**src/inc/flash_host_pkg.sv**
```systemverilog
// Purpose: shared types and constants for the parallel flash programmer port
// Assumes: 200 MHz core clock, byte-wide array with 17 address bits
// Notes: cycle counts are timing minimums rounded up to whole clocks; the read count adds SYNC_CYC plus one more
package flash_host_pkg;
   localparam int CLK_NS = 5;
   localparam int T_WP_NS = 60;
   localparam int T_WPH_NS = 20;
   localparam int T_CS_NS = 20;
   localparam int T_ACC_NS = 150;
   localparam int T_DF_NS = 35;
   localparam int T_WRR_NS = 6000;
   localparam int T_DP_NS = 10000;
   localparam int T_VSC_NS = 1000;
   // 9.5 ms erase time
   localparam int T_DE_NS = 9500000;
   localparam int SYNC_CYC = 2;
   localparam int WP_CYC = (T_WP_NS + CLK_NS - 1) / CLK_NS;
   localparam int WPH_CYC = (T_WPH_NS + CLK_NS - 1) / CLK_NS;
   localparam int CS_CYC = (T_CS_NS + CLK_NS - 1) / CLK_NS;
   localparam int RD_CYC = (T_ACC_NS + CLK_NS - 1) / CLK_NS + SYNC_CYC + 1;
   localparam int DF_CYC = (T_DF_NS + CLK_NS - 1) / CLK_NS;
   localparam int WRR_CYC = (T_WRR_NS + CLK_NS - 1) / CLK_NS;
   localparam int DP_CYC = (T_DP_NS + CLK_NS - 1) / CLK_NS;
   localparam int VSC_CYC = (T_VSC_NS + CLK_NS - 1) / CLK_NS;
   localparam int DE_CYC = (T_DE_NS + CLK_NS - 1) / CLK_NS;
   localparam int TMR_W = 21;

   localparam logic [7:0] CMD_READ = 8'h00;
   localparam logic [7:0] CMD_PROGRAM = 8'h40;
   localparam logic [7:0] CMD_PROG_VERIFY = 8'hC0;
   localparam logic [7:0] CMD_ERASE = 8'h20;
   localparam logic [7:0] CMD_ERASE_VERIFY = 8'hA0;
   localparam logic [7:0] CMD_RESET = 8'hFF;
   localparam logic [7:0] CMD_IDENT = 8'h90;
   localparam logic [7:0] ERASED_BYTE = 8'hFF;
   localparam logic [7:0] ZERO_BYTE = 8'h00;
   localparam logic [16:0] PROG_LO = 17'h01000;
   localparam logic [16:0] PROG_HI = 17'h1EFFF;
   localparam logic [16:0] ARRAY_LAST = 17'h1FFFF;
   localparam logic [16:0] IDENT_ADDR_MAKER = 17'h00000;
   localparam logic [4:0] MAX_TRIES = 5'h19;

   typedef enum logic [5:0] {
      S_IDLE = 6'h01, S_SETUP = 6'h02, S_DISP = 6'h04,
      S_WCYC = 6'h08, S_RCYC = 6'h10, S_WAIT = 6'h20
   } state_t;
   typedef enum logic [2:0] {
      OP_READ = 3'h0, OP_PROGRAM = 3'h1, OP_ERASE = 3'h2, OP_RESET = 3'h3, OP_IDENT = 3'h4
   } op_t;
   typedef enum logic [2:0] {
      ACT_NONE = 3'h0, ACT_WR = 3'h1, ACT_RD = 3'h2, ACT_WAIT = 3'h3, ACT_EVAL = 3'h4,
      ACT_FIN = 3'h5
   } act_t;

   typedef struct packed {
      op_t op;
      logic [16:0] addr;
      logic [7:0] data;
   } cmd_t;
   typedef struct packed {
      logic [7:0] data;
      logic pass;
      logic refused;
   } rsp_t;
   typedef struct packed {
      logic [16:0] addr;
      logic [7:0] dq;
      logic dq_oe;
      logic ce_n;
      logic oe_n;
      logic we_n;
      logic vpp_high;
   } pins_t;
   typedef struct packed {
      state_t st;
      op_t op;
      logic [2:0] stp;
      logic ph;
      logic fill;
      logic zeroed;
      logic bad;
      logic [4:0] tries;
      logic [16:0] caddr;
      logic [7:0] cdata;
      logic [16:0] sweep;
      logic [7:0] rd;
      logic [7:0] sync1;
      logic [7:0] sync2;
      pins_t pins;
      logic rsp_v;
      rsp_t rsp;
   } ctl_t;
   typedef struct packed {
      logic [TMR_W-1:0] cnt;
   } tmr_t;

   localparam pins_t PINS_IDLE = '{addr: 17'h00000, dq: 8'h00, dq_oe: 1'b0, ce_n: 1'b1,
                                   oe_n: 1'b1, we_n: 1'b1, vpp_high: 1'b0};
   localparam ctl_t CTL_RESET = '{st: S_IDLE, op: OP_READ, pins: PINS_IDLE, default: '0};
endpackage : flash_host_pkg

```
**src/core/flash_host.sv**
```systemverilog
// Purpose: programmer side of the parallel flash command port
// Assumes: one command at a time; device pins sampled through two flops
// Notes: program and erase run their own verify and retry loops
`timescale 1ns/1ps
module flash_host #(
   parameter int unsigned ERASE_CYC = flash_host_pkg::DE_CYC
) (
   input wire logic i_core_clk,
   input wire logic i_arst_n,
   input wire logic i_cmd_valid,
   input wire flash_host_pkg::cmd_t i_cmd,
   output logic o_cmd_ready,
   output logic o_rsp_valid,
   output flash_host_pkg::rsp_t o_rsp,
   input wire logic [7:0] i_dq,
   output logic [7:0] o_dq,
   output logic o_dq_oe,
   output logic [16:0] o_addr,
   output logic o_ce_n,
   output logic o_oe_n,
   output logic o_we_n,
   output logic o_vpp_high
);
   flash_host_pkg::ctl_t r;
   flash_host_pkg::ctl_t n;
   flash_host_pkg::act_t act;
   logic t_start;
   logic [flash_host_pkg::TMR_W-1:0] t_cyc;
   logic tmr_busy;
   logic [16:0] a_addr;
   logic [7:0] a_data;
   logic [flash_host_pkg::TMR_W-1:0] a_cyc;
   logic a_pass;
   logic [16:0] pa;
   logic [7:0] pd;
   logic bad_n;

   flash_wait_timer u_timer (
      .i_core_clk(i_core_clk),
      .i_arst_n(i_arst_n),
      .i_start(t_start),
      .i_cycles(t_cyc),
      .o_busy(tmr_busy)
   );

   always_comb begin
      n = r;
      act = flash_host_pkg::ACT_NONE;
      t_start = 1'b0;
      t_cyc = '0;
      a_addr = r.caddr;
      a_data = flash_host_pkg::CMD_READ;
      a_cyc = '0;
      a_pass = 1'b0;
      bad_n = r.bad;
      n.rsp_v = 1'b0;
      n.sync1 = i_dq;
      n.sync2 = r.sync1;
      // zero fill reuses the program sequence over the sweep address
      pa = r.fill ? r.sweep : r.caddr;
      pd = r.fill ? flash_host_pkg::ZERO_BYTE : r.cdata;
      unique case (r.st)
         flash_host_pkg::S_IDLE: begin
            if (i_cmd_valid) begin
               n.op = i_cmd.op;
               n.caddr = i_cmd.addr;
               n.cdata = i_cmd.data;
               n.stp = 3'h0;
               n.tries = 5'h00;
               n.bad = 1'b0;
               n.sweep = 17'h00000;
               n.fill = (i_cmd.op == flash_host_pkg::OP_ERASE) && !r.zeroed;
               if (i_cmd.op == flash_host_pkg::OP_PROGRAM &&
                   (i_cmd.addr < flash_host_pkg::PROG_LO ||
                    i_cmd.addr > flash_host_pkg::PROG_HI)) begin
                  n.rsp_v = 1'b1;
                  n.rsp = '{data: 8'h00, pass: 1'b0, refused: 1'b1};
               end else begin
                  n.pins.ce_n = 1'b0;
                  n.st = flash_host_pkg::S_SETUP;
                  t_start = 1'b1;
                  t_cyc = flash_host_pkg::TMR_W'(flash_host_pkg::CS_CYC);
                  // plain read at low supply needs no command cycle
                  if (i_cmd.op == flash_host_pkg::OP_READ && !r.pins.vpp_high) begin
                     n.stp = 3'h2;
                  end
                  if (i_cmd.op != flash_host_pkg::OP_READ && !r.pins.vpp_high) begin
                     n.pins.vpp_high = 1'b1;
                     t_cyc = flash_host_pkg::TMR_W'(flash_host_pkg::VSC_CYC);
                  end
               end
            end
         end
         flash_host_pkg::S_SETUP: begin
            if (!tmr_busy) begin
               n.st = flash_host_pkg::S_DISP;
            end
         end
         flash_host_pkg::S_DISP: begin
            if (r.op == flash_host_pkg::OP_PROGRAM || r.fill) begin
               a_addr = pa;
               case (r.stp)
                  3'h0: begin act = flash_host_pkg::ACT_WR; a_data = flash_host_pkg::CMD_PROGRAM; end
                  3'h1: begin act = flash_host_pkg::ACT_WR; a_data = pd; end
                  3'h2: begin act = flash_host_pkg::ACT_WAIT; a_cyc = flash_host_pkg::TMR_W'(flash_host_pkg::DP_CYC); end
                  3'h3: begin act = flash_host_pkg::ACT_WR; a_data = flash_host_pkg::CMD_PROG_VERIFY; end
                  3'h4: begin act = flash_host_pkg::ACT_WAIT; a_cyc = flash_host_pkg::TMR_W'(flash_host_pkg::WRR_CYC); end
                  3'h5: act = flash_host_pkg::ACT_RD;
                  3'h6: act = flash_host_pkg::ACT_EVAL;
                  default: act = flash_host_pkg::ACT_FIN;
               endcase
            end else if (r.op == flash_host_pkg::OP_ERASE) begin
               a_addr = r.sweep;
               case (r.stp)
                  3'h0: begin act = flash_host_pkg::ACT_WR; a_data = flash_host_pkg::CMD_ERASE; end
                  3'h1: begin act = flash_host_pkg::ACT_WR; a_data = flash_host_pkg::CMD_ERASE; end
                  3'h2: begin act = flash_host_pkg::ACT_WAIT; a_cyc = flash_host_pkg::TMR_W'(ERASE_CYC); end
                  3'h3: begin act = flash_host_pkg::ACT_WR; a_data = flash_host_pkg::CMD_ERASE_VERIFY; end
                  3'h4: begin act = flash_host_pkg::ACT_WAIT; a_cyc = flash_host_pkg::TMR_W'(flash_host_pkg::WRR_CYC); end
                  3'h5: act = flash_host_pkg::ACT_RD;
                  3'h6: act = flash_host_pkg::ACT_EVAL;
                  default: act = flash_host_pkg::ACT_FIN;
               endcase
            end else if (r.op == flash_host_pkg::OP_RESET) begin
               a_data = flash_host_pkg::CMD_RESET;
               a_pass = 1'b1;
               act = (r.stp < 3'h2) ? flash_host_pkg::ACT_WR : flash_host_pkg::ACT_FIN;
            end else begin
               a_data = (r.op == flash_host_pkg::OP_IDENT) ? flash_host_pkg::CMD_IDENT
                                                          : flash_host_pkg::CMD_READ;
               if (r.op == flash_host_pkg::OP_IDENT) begin
                  a_addr = flash_host_pkg::IDENT_ADDR_MAKER | {16'h0000, r.caddr[0]};
               end
               a_pass = 1'b1;
               case (r.stp)
                  3'h0: act = flash_host_pkg::ACT_WR;
                  3'h1: begin act = flash_host_pkg::ACT_WAIT; a_cyc = flash_host_pkg::TMR_W'(flash_host_pkg::WRR_CYC); end
                  3'h2: act = flash_host_pkg::ACT_RD;
                  default: act = flash_host_pkg::ACT_FIN;
               endcase
            end
         end
         flash_host_pkg::S_WCYC: begin
            if (!tmr_busy) begin
               if (!r.ph) begin
                  n.pins.we_n = 1'b1;
                  n.ph = 1'b1;
                  t_start = 1'b1;
                  t_cyc = flash_host_pkg::TMR_W'(flash_host_pkg::WPH_CYC);
               end else begin
                  n.pins.dq_oe = 1'b0;
                  n.ph = 1'b0;
                  n.stp = r.stp + 3'h1;
                  n.st = flash_host_pkg::S_DISP;
               end
            end
         end
         flash_host_pkg::S_RCYC: begin
            if (!tmr_busy) begin
               if (!r.ph) begin
                  n.rd = r.sync2;
                  n.pins.oe_n = 1'b1;
                  n.ph = 1'b1;
                  t_start = 1'b1;
                  t_cyc = flash_host_pkg::TMR_W'(flash_host_pkg::DF_CYC);
               end else begin
                  n.ph = 1'b0;
                  n.stp = r.stp + 3'h1;
                  n.st = flash_host_pkg::S_DISP;
               end
            end
         end
         flash_host_pkg::S_WAIT: begin
            if (!tmr_busy) begin
               n.stp = r.stp + 3'h1;
               n.st = flash_host_pkg::S_DISP;
            end
         end
      endcase

      if (act == flash_host_pkg::ACT_WR) begin
         // address set with the strobe fall, data held past the rise
         n.pins.addr = a_addr;
         n.pins.dq = a_data;
         n.pins.dq_oe = 1'b1;
         n.pins.we_n = 1'b0;
         n.st = flash_host_pkg::S_WCYC;
         t_start = 1'b1;
         t_cyc = flash_host_pkg::TMR_W'(flash_host_pkg::WP_CYC);
      end else if (act == flash_host_pkg::ACT_RD) begin
         n.pins.addr = a_addr;
         n.pins.oe_n = 1'b0;
         n.st = flash_host_pkg::S_RCYC;
         t_start = 1'b1;
         t_cyc = flash_host_pkg::TMR_W'(flash_host_pkg::RD_CYC);
      end else if (act == flash_host_pkg::ACT_WAIT) begin
         n.st = flash_host_pkg::S_WAIT;
         t_start = 1'b1;
         t_cyc = a_cyc;
      end else if (act == flash_host_pkg::ACT_EVAL) begin
         n.stp = 3'h0;
         if (r.op == flash_host_pkg::OP_ERASE && !r.fill) begin
            bad_n = r.bad | (r.rd != flash_host_pkg::ERASED_BYTE);
            n.bad = bad_n;
            if (r.sweep != flash_host_pkg::ARRAY_LAST) begin
               n.sweep = r.sweep + 17'h00001;
               n.stp = 3'h3;
            end else if (!bad_n) begin
               act = flash_host_pkg::ACT_FIN;
               a_pass = 1'b1;
            end
         end else if (r.rd == pd) begin
            n.tries = 5'h00;
            if (!r.fill) begin
               act = flash_host_pkg::ACT_FIN;
               a_pass = 1'b1;
            end else if (r.sweep == flash_host_pkg::ARRAY_LAST) begin
               n.fill = 1'b0;
               n.zeroed = 1'b1;
               n.sweep = 17'h00000;
            end else begin
               n.sweep = r.sweep + 17'h00001;
            end
         end else begin
            bad_n = 1'b1;
         end
         // failed pass: retry the command, only its verify sweep from byte 0 on an erase miss before the last byte, or the current byte in zero fill, until tries run out
         if (act == flash_host_pkg::ACT_EVAL && bad_n) begin
            n.bad = 1'b0;
            n.sweep = r.fill ? r.sweep : 17'h00000;
            if (r.tries == flash_host_pkg::MAX_TRIES - 5'h01) begin
               act = flash_host_pkg::ACT_FIN;
            end else begin
               n.tries = r.tries + 5'h01;
            end
         end
      end
      if (act == flash_host_pkg::ACT_FIN) begin
         n.rsp_v = 1'b1;
         n.rsp = '{data: r.rd, pass: a_pass, refused: 1'b0};
         n.pins.ce_n = 1'b1;
         n.st = flash_host_pkg::S_IDLE;
      end
   end

   always_ff @(posedge i_core_clk or negedge i_arst_n) begin
      if (!i_arst_n) begin
         r <= flash_host_pkg::CTL_RESET;
      end else begin
         r <= n;
      end
   end

   assign o_cmd_ready = (r.st == flash_host_pkg::S_IDLE);
   assign o_rsp_valid = r.rsp_v;
   assign o_rsp = r.rsp;
   assign o_dq = r.pins.dq;
   assign o_dq_oe = r.pins.dq_oe;
   assign o_addr = r.pins.addr;
   assign o_ce_n = r.pins.ce_n;
   assign o_oe_n = r.pins.oe_n;
   assign o_we_n = r.pins.we_n;
   assign o_vpp_high = r.pins.vpp_high;

   // assertion helpers: strobe low width and last byte written
   logic [7:0] low_cnt;
   logic [7:0] wr_byte;
   always_ff @(posedge i_core_clk or negedge i_arst_n) begin
      if (!i_arst_n) begin
         low_cnt <= 8'h00;
         wr_byte <= 8'h00;
      end else begin
         low_cnt <= o_we_n ? 8'h00 : low_cnt + 8'h01;
         if (!o_we_n) begin
            wr_byte <= o_dq;
         end
      end
   end
endmodule : flash_host

```
**src/core/flash_wait_timer.sv**
```systemverilog
// Purpose: down counter that holds busy for a loaded number of cycles
// Assumes: load and count share the core clock
// Notes: a load while busy restarts the count
`timescale 1ns/1ps
module flash_wait_timer (
   input wire logic i_core_clk,
   input wire logic i_arst_n,
   input wire logic i_start,
   input wire logic [flash_host_pkg::TMR_W-1:0] i_cycles,
   output logic o_busy
);
   flash_host_pkg::tmr_t r;
   flash_host_pkg::tmr_t n;

   always_comb begin
      n = r;
      if (i_start) begin
         n.cnt = i_cycles;
      end else if (r.cnt != '0) begin
         n.cnt = r.cnt - 1'b1;
      end
   end

   always_ff @(posedge i_core_clk or negedge i_arst_n) begin
      if (!i_arst_n) begin
         r <= '0;
      end else begin
         r <= n;
      end
   end

   assign o_busy = (r.cnt != '0);
endmodule : flash_wait_timer

```
**config.mk**
```make
export PLATFORM = sky130hd
export DESIGN_NAME = flash_host
export DESIGN_NICKNAME = d
export VERILOG_FILES = /design/src/inc/flash_host_pkg.sv /design/src/core/flash_host.sv /design/src/core/flash_wait_timer.sv
export SDC_FILE = /design/constraint.sdc
export NUM_CORES = 1
export LEC_CHECK = 0
export ABC_AREA = 1
export BUFFER_PORTS_ARGS = -buffer_cell sky130_fd_sc_hd__buf_2
export CORE_MARGIN = 2
export CORE_UTILIZATION = 45
export CTS_CLUSTER_SIZE = 14
export DETAILED_ROUTE_END_ITERATION = 16
export GPL_ROUTABILITY_DRIVEN = 0
export GPL_TIMING_DRIVEN = 0
export PLACE_DENSITY_LB_ADDON = 0.08
export SYNTH_ARGS = -nofsm -noshare
export SYNTH_HDL_FRONTEND = slang
export SYNTH_SLANG_ARGS = --single-unit
export TNS_END_PERCENT = 100
```
**constraint.sdc**
```tcl
create_clock -name i_core_clk -period 5 [get_ports i_core_clk]
set_input_delay 1.25 -clock i_core_clk [delete_from_list [all_inputs] [get_ports i_core_clk]]
set_output_delay 1.25 -clock i_core_clk [all_outputs]
set_load 0.05 [all_outputs]
```
==> summary.txt, run 1 <==
Slew Limit Fails: 0
Delay-heaviest family, CP: simple AND/OR/NAND/NOR gates
Synthesis-stage register bit count: 149
Synth unique cells: 44
Drt pass-1 iters: 5
Static leakage: 5.181 nW
Post-synth EDFFs: 0
CP Max Fanout: 10
Worst path buffer plus inverter count: 2
Fraction of registers with async set/reset: 1.000
Vias: 7,928
Area fraction of the dominant cell type after synthesis: 0.4203
Clk_skew: 0.01084 ns
Core Area: 18,770 um2
Via density: 5.223
Initial antenna violation count: 0
Register area share after synthesis: 0.4325
Vias in the first global route: 7,427
Largest net degree at the start of global routing: 78
Iter 0 DRT Violations: 624
Dpl ws: 1.700 ns
Worst-skew pair later-pin latency: 0.43 ns
CP max stage cell: dfrtp_1
Area contributors post-synth: dfrtp_1 (42%), nand2_1 (14%), o21ai_0 (5.6%)
Min cycle time layout: 3.352 ns
Die W: 142.5 um
Port buffer count: 80
Slew HR: 0.4169
Root Buffer: clkbuf_16
Die area: 20,310 um2
CTS Buf Count: 17
Slowest Stage Delay on Critical Path: 0.50 ns
CTS tree: yes
Layout Nets: 1,321
Worst-path clk slew: 0.07 ns
RSZ-0062 raised after global routing: no
Worst setup EP type: flop
N_diodes: 0
Peak supply drop: 0.0002143 V
Total power: 2.691 mW
Io pins: 81
# resized after CTS: 0
Rows: 50
Commonest non-fill, non-tap cell in the layout: nand2_1
Outcome: finished, final reports clean
Cell Count, Final, Fillers Out: 1,518
Area leader, netlist: dfrtp_1
CTS Buffer Depth: 2
Most used flip-flop cell after synthesis: dfrtp_1
Maximum capacitance violations: 0
Yosys warning count: 0
Fill count: 1,891
Synth Instances: 1,171
Avg Synthesized Cell Area: 7.373 um2
Crit path DAT: 3.68 ns
Post-CTS Setup Inserts: 0
Routed WL: 23,460 um
Slew @ Worst Pin: 0.8699 ns
Setup ws final: 1.648 ns
Critical Path Start Type: flop
F_max: 298.4 MHz
Aggregate global-route resource usage: 0.2403
CTS Sinks: 149
Setup total negative slack: 0 ns
Placed Cells: 1,486
Syn Nets: 1,221
Remaining DRCs: 0
Layout cells sized above 1: 0.1636
Post-detail-place hpwl: 17,220 um
Crit path kind: flop to flop
Antenna-violating nets left: 0
Area grow syn2layout: 15.55%
CTS H-Tree Depth: 4
Most frequent cells in the layout: nand2_1 (320), dfrtp_1 (145), nor2_1 (127)
Final period util: 0.6703
CTS Hold Buffers Added: 0
Mapped cell area: 8633 um2
Die span in y: 142.5 um
Initial Utilization: 0.4600
Final hold vios: 0
# setup viols final: 0
Pwr per Cell Area: 269.7 nW/um2
Global route overflow: 0
Worst path cell trace: ha_1, nand4_1, nor2_1, nand2_1, nor4_1, nand4_1, nor4_1, ha_1, inv_1, clkbuf_1, nand2_2, nor2_1, nand2_1, nand2_1, a21oi_1, nor2_1
Routed wire length per instance: 15.46 um
Worst Path Required: 5.32 ns
Global-route wire length before repair: 38,160 um
Hold Crit Class: flop to flop
metrics by stage:
stage                       util  cell area [um2]  hold slack, ns
after CTS                 0.5315             9976          0.3490
after global routing      0.5315             9976          0.3591
final                     0.5315             9976          0.3466
after global placement    0.4969             9326          0.3342
after floorplan                -             8633          0.3312
after detailed placement  0.4987             9360          0.3347
cell type report:
| type | count | area, um2 | area share |
|---|---|---|---|
| timing repair buffer | 81 | 434.2 | 0.04352 |
| buffer | 67 | 430.4 | 0.04315 |
| clock inverter | 13 | 172.7 | 0.01731 |
| inverter | 130 | 495.5 | 0.04967 |
| clock buffer | 19 | 442.9 | 0.04440 |
| sequential | 149 | 3734 | 0.3743 |
| tap | 234 | 292.8 | 0.02935 |
| multi-input combinational | 825 | 3974 | 0.3983 |
flip-flops by register name (all words and copies together), names as in the netlist:
name / cells
n: 8
o_ce_n: 1
o_vpp_high: 1
u_timer.r: 21
o_we_n: 1
o_rsp_valid: 1
o_dq: 8
o_oe_n: 1
o_dq_oe: 1
o_addr: 17
o_rsp: 10
r: 79
worst reg2reg max path: stages (launching register included):
cell,delay (ns)
dfrtp_1,0.50
ha_1,0.24
nand4_1,0.15
nor2_1,0.27
nand2_1,0.15
nor4_1,0.20
nand4_1,0.13
nor4_1,0.23
ha_1,0.29
inv_1,0.09
clkbuf_1,0.29
nand2_2,0.33
nor2_1,0.07
nand2_1,0.07
nand2_1,0.04
a21oi_1,0.14
nor2_1,0.05
Yosys cell counts, types with 2 or more instances:
cell type and number:
nor2_4 5, dfrtp_1 145, ha_1 11, a21oi_1 35, o21a_1 4, inv_2 11
nor3_1 16, nor4_1 6, o22ai_1 2, or2_2 2, o211ai_1 5, clkbuf_1 16
buf_1 2, nand4_1 22, o31ai_1 2, nand3_1 79, nand2_2 7, nor2_2 5
buf_2 8, o21ai_0 97, a31oi_1 20, nor2_1 127, nand3_2 7, dfstp_2 4
nand3b_1 4, nand2_4 3, xor2_1 17, o21ai_1 17, inv_1 116, nand2_1 320
buf_6 4, xnor2_1 4, buf_4 37
routing by layer:
| metal | GRT usage | part of all wire | vias up |
|---|---|---|---|
| met3 | 0.04946 | 0.057 | 17 |
| met5 | 0 | 0 | - |
| met2 | 0.3677 | 0.45 | 228 |
| met4 | 0.05472 | 0.0087 | 0 |
| li1 | - | - | 3958 |
| met1 | 0.3514 | 0.49 | 3725 |
path summary, 6_finish.rpt:
path	start	end	slack (ns)	depth (start not counted)
max	r[65]	r[68]	1.65	16
min	n[48]	r[48]	0.35	0
max reg2reg	r[65]	r[68]	1.65	16
min reg2reg	n[48]	r[48]	0.35	0
max in group asynchronous	i_arst_n	u_timer.r[9]	3.36	2
min in group asynchronous	i_arst_n	r[123]	0.82	1
power by group:
group | internal, mW | switching, mW
Combinational | 0.0347 | 0.0749
Clock | 0.806 | 0.539
Sequential | 1.23 | 0.00986
Total | 2.07 | 0.624
logic make-up after synthesis:
logic type,synth area share
AO/OA/AOI/OAI,0.1193
AND/OR/NAND/NOR,0.3038
adder cells (fa/ha/maj),0.01594
XOR/XNOR,0.02130
flip-flops,0.4325
buffers and inverters,0.1072
Note: power is estimated with default switching activity, not from simulation.
==> run 2: changes to the inputs <==
- ABC_AREA: 1 -> 0
- clock period: 5 -> 2.85 ns (I/O delays scaled with it)
==> summary.txt, run 2 <==
Fraction of registers with async set/reset: 1.000
Core Area: 17,900 um2
Avg Synthesized Cell Area: 9.193 um2
Vias: 6,975
Slew Limit Fails: 0
Commonest non-fill, non-tap cell in the layout: nand2_1
Setup total negative slack: 0 ns
Top reg by flops: r
Routed WL: 21,690 um
Worst-path clk slew: 0.07 ns
CTS H-Tree Depth: 4
Post-synth top cells: nand2_1 (158), dfrtp_1 (145), nor2_1 (78)
Post-detail-place hpwl: 15,180 um
N_diodes: 0
Fill count: 1,638
Placed Cells: 1,203
Die W: 139.1 um
RR Startpoint: r[120]
F_max: 360.4 MHz
Syn Nets: 943
Clk_skew: 0.009044 ns
Outcome: finished, final reports clean
Mapped cell area: 8209 um2
Min cycle time layout: 2.775 ns
Rows: 49
Cell Count, Final, Fillers Out: 1,280
Max reg flops: 79
Reg2Reg Depth: 10
Initial antenna violation count: 0
# setup viols final: 0
CTS Hold Buffers Added: 0
Global-route wire length before repair: 35,520 um
Total placed instance area: 8930 um2
Layout Nets: 1,088
Area grow syn2layout: 24.33%
Crit path DAT: 3.10 ns
Area fraction of the dominant cell type after synthesis: 0.4420
CTS Sinks: 149
Register area share after synthesis: 0.4548
Peak supply drop: 0.0004128 V
Critical Path Start Type: input pin
Pwr per Cell Area: 483.0 nW/um2
Static leakage: 4.785 nW
Reg2Reg Capture Point: o_rsp[3]
CTS Buf Count: 17
Area leader, netlist: dfrtp_1
Area contributors post-synth: dfrtp_1 (44%), nand2_1 (7.2%), buf_4 (3.7%)
Port buffer count: 80
Maximum capacitance violations: 0
Most numerous cell in the Yosys netlist: nand2_1
CP Max Fanout: 10
Hold Crit Class: input pin to asynchronous set/reset pin
Die span in y: 139.1 um
R2R setup slack: 0.08 ns
Final hold vios: 0
Remaining DRCs: 0
Via density: 5.449
Layout cells sized above 1: 0.2864
Final period util: 0.9735
Vias in the first global route: 6,733
Aggregate global-route resource usage: 0.2305
Initial Utilization: 0.4586
Routed wire length per instance: 16.95 um
Synthesis-stage register bit count: 149
Worst-skew pair later-pin latency: 0.44 ns
Drt pass-1 iters: 6
Worst setup EP type: flop
Slew HR: 0.3575
Io pins: 81
Hold WS: 0.2811 ns
Largest net degree at the start of global routing: 79
Slew @ Worst Pin: 0.9638 ns
Die area: 19,340 um2
Global route overflow: 0
Worst Path Required: 3.18 ns
Post-synth EDFFs: 0
CTS tree: yes
Antenna-violating nets left: 0
Most used flip-flop cell after synthesis: dfrtp_1
Final instance area: 10,210 um2
CTS Buffer Depth: 2
Synth unique cells: 90
Synth Instances: 893
Crit path kind: input pin to flop
Iter 0 DRT Violations: 469
Root Buffer: clkbuf_16
Most frequent cells in the layout: nand2_1 (157), dfrtp_1 (141), buf_4 (86)
Yosys warning count: 0
==> run 2: cell count changes after synthesis, moves of 9 or more <==
cell and change:
a21oi_1 +18, a22oi_1 +23, a31oi_1 -16, inv_1 -90
inv_2 -10, mux2i_1 +11, nand2_1 -162, nand2b_1 +9
nand3_1 -49, nand4_1 -19, nor2_1 -49, o21ai_0 -74
xnor2_1 +9
==> run 2: area by class of cell <==
class / count / area, um2 / share of cell area
multi-input combinational: 641 / 4109 / 0.4026
sequential: 149 / 3739 / 0.3663
timing repair buffer: 128 / 788.3 / 0.07723
buffer: 74 / 551.8 / 0.05406
clock buffer: 17 / 425.4 / 0.04168
tap: 229 / 286.5 / 0.02807
clock inverter: 15 / 205.2 / 0.02011
inverter: 27 / 101.3 / 0.009930
==> run 2: cell families after synthesis <==
family,count (synthesis),share of synthesized area
mux,12,0.01478
fa+ha+maj,11,0.01677
buf+inv,103,0.07560
xor+xnor,29,0.03323
simple gates,375,0.2224
compound gates,214,0.1824
flops,149,0.4548
==> run 2: timing repair <==
item / CTS / global route
setup buffers: 20 / 25
resized for setup: 40 / 40
pin swaps: 9 / 14
setup endpoints to repair: 97 / 96
cloned: 1 / 1
==> run 2: where the power goes <==
group          internal, mW  switching [mW]
Sequential             2.18          0.0658
Combinational         0.144           0.178
Clock                  1.28            1.08
==> run 2: worst max path at each step <==
stage	start	end	slack (ns)
3_5_place_dp	i_cmd[23]	u_timer.r[14]	-0.45
3_3_place_gp	i_arst_n	r[119]	-1.23
4_1_cts	r[126]	o_addr[12]	0.01
6_report	i_cmd[23]	u_timer.r[7]	0.08
5_1_grt	r[120]	o_rsp[3]	-0.03
2_1_floorplan	r[117]	r[109]	0.15
==> run 2: critical path, stage by stage <==
cell      delay, ns
buf_2          0.12
or4_1          0.51
mux2i_1        0.43
a311oi_1       0.31
o21bai_4       0.27
or2_1          0.21
buf_4          0.17
nor2_4         0.16
buf_6          0.16
nor2_1         0.05
==> run 2: per-stage QoR <==
stage	power [mW]	setup WS, ns	util
3_3_place_gp	2.553	-1.230	0.4969
6_report	4.930	0.07542	0.5701
5_1_grt	5.113	-0.03034	0.5701
4_1_cts	4.959	0.01092	0.5533
3_5_place_dp	2.559	-0.4513	0.4988
2_1_floorplan	2.428	0.1531	-
==> run 2: per-layer routing <==
layer,global-route usage,vias to the layer above,part of all wire
li1,-,3400,-
met1,0.3202,3320,0.45
met2,0.3609,220,0.47
met3,0.04834,35,0.052
met4,0.07921,0,0.019
met5,0,-,0
==> run 3: changes to the inputs <==
- BUFFER_PORTS_ARGS: -buffer_cell sky130_fd_sc_hd__buf_2 -> default
- CTS_CLUSTER_DIAMETER: default -> 80
- DONT_BUFFER_PORTS: default -> 1
- clock period: 2.85 -> 3.28 ns (I/O delays scaled with it)
==> summary.txt, run 3 (synthesis gave the netlist of run 2 again) <==
Final hold vios: 0
Hold Crit Class: input pin to asynchronous set/reset pin
Commonest non-fill, non-tap cell in the layout: nand2_1
Slew @ Worst Pin: 1.201 ns
CTS Buffer Depth: 2
CTS Buf Count: 17
Final period util: 0.9566
Clk_skew: 0.01360 ns
Internal power: 3.026 mW
Critical Path Start Type: flop
Crit path kind: flop to flop
Vias in the first global route: 6,645
Worst Path Required: 3.60 ns
Maximum capacitance violations: 0
CTS Hold Buffers Added: 0
Iter 0 DRT Violations: 465
Routed WL: 21,260 um
Psw: 1.130 mW
Layout cells sized above 1: 0.1552
Clock Power Share: 0.485
Peak supply drop: 0.0004004 V
Most frequent cells in the layout: nand2_1 (157), dfrtp_1 (145), nor2_1 (78)
Worst path buffer plus inverter count: 3
Io pins: 81
Top reg by flops: r
Routed wire length per instance: 18.38 um
Worst path cell trace: inv_1, ha_1, or3_1, o2111a_1, a2111oi_4, buf_4, and3_1, buf_6, nand3_1, a21oi_4, o21ai_1
Delay-heaviest family, CP: compound AO/OA/AOI/OAI gates
Pwr per Cell Area: 450.9 nW/um2
Total placed instance area: 8496 um2
Die area: 19,340 um2
Seq pwr share: 0.469
CTS H-Tree Depth: 4
Layout Nets: 965
Via density: 5.696
Global route overflow: 0
N_diodes: 0
Largest net degree at the start of global routing: 150
Post-detail-place hpwl: 15,350 um
Initial Utilization: 0.4586
Remaining DRCs: 0
Antenna-violating nets left: 0
Slowest Stage Delay on Critical Path: 0.47 ns
Global-route wire length before repair: 34,910 um
Crit path DAT: 3.46 ns
Vias: 6,590
Part of the power in combinational logic: 0.046
Max reg flops: 79
Die W: 139.1 um
Worst-path clk slew: 0.07 ns
Initial antenna violation count: 0
CP max stage cell: dfrtp_1
Min cycle time layout: 3.138 ns
Aggregate global-route resource usage: 0.2259
Final instance area: 9215 um2
Die span in y: 139.1 um
Worst setup EP type: flop
Worst-skew pair later-pin latency: 0.45 ns
CTS Sinks: 149
Slew Limit Fails: 0
Root Buffer: clkbuf_16
Core Area: 17,900 um2
Fill count: 1,677
Outcome: finished, final reports clean
Sw Share: 0.2719
F_max: 318.7 MHz
Port buffer count: 0
CP Max Fanout: 10
CTS tree: yes
Utilization after layout: 0.5147
Rows: 49
Slew HR: 0.1962
Area grow syn2layout: 12.25%
Drt pass-1 iters: 5
Static leakage: 4.194 nW
# setup viols final: 0
-- run 3: cell count changes in the layout (fill, tap and decap cells not counted), sizes merged --
cell,before,now
buf,187,63
clkinv,6,9
clkbuf,32,33
inv,35,33
bufinv,1,0
-- run 3: area by class of cell --
type	instances	area (um2)	area share
plain buffers	76	521.8	0.05662
flip-flops and latches	149	3734	0.4052
repair buffers	3	22.52	0.002444
clock buffers	17	425.4	0.04616
clock inverters	15	209.0	0.02267
multi-input cells	641	3915	0.4248
inverters	27	101.3	0.01100
well taps	229	286.5	0.03109
-- run 3: metal layers --
metal  vias to the layer above  track usage  share of wire
li1                       3153            -              -
met1                      3241       0.3037           0.45
met2                       174       0.3658           0.48
met3                        22      0.05387          0.049
met4                         0      0.06645          0.017
met5                         -            0              0
-- run 3: through the flow --
step	hold WS [ns]	power (mW)	TNS, ns	instances	setup slack [ns]
floorplan	0.3312	2.110	0	893	0.5831
global placement	0.3333	2.153	-0.3557	1122	-0.03827
detailed placement	0.3347	2.159	-0.4353	1122	-0.05472
CTS	0.05898	4.180	0	1154	0.009161
global route	0.05264	4.302	-0.04334	1157	-0.02518
finish	0.07280	4.155	0	1157	0.1423
-- run 3: worst paths after layout --
path                       depth (start not counted)         to      from  slack [ns]
max                                               11      r[81]    r[117]        0.14
min                                                0  o_addr[5]  i_arst_n        0.07
max reg2reg                                       11      r[81]    r[117]        0.14
min reg2reg                                        0      r[41]     n[41]        0.35
max in group asynchronous                          0     o_oe_n  i_arst_n        2.95
min in group i_core_clk                            0      r[41]     n[41]        0.35
-- run 3: what timing repair did --
item	CTS	global route
buffers inserted	0	3
hold endpoints to repair	0	0
endpoints found under the setup margin	0	53
resized for setup	0	13
-- run 3: power groups by stage --
stage | sequential [mW] | clock (mW) | combinational (mW)
finish | 1.95 | 2.02 | 0.189
global route | 1.96 | 2.14 | 0.209
CTS | 1.94 | 2.05 | 0.181
detailed placement | 1.98 | 0 | 0.179
global placement | 1.98 | 0 | 0.176
floorplan | 1.96 | 0 | 0.146
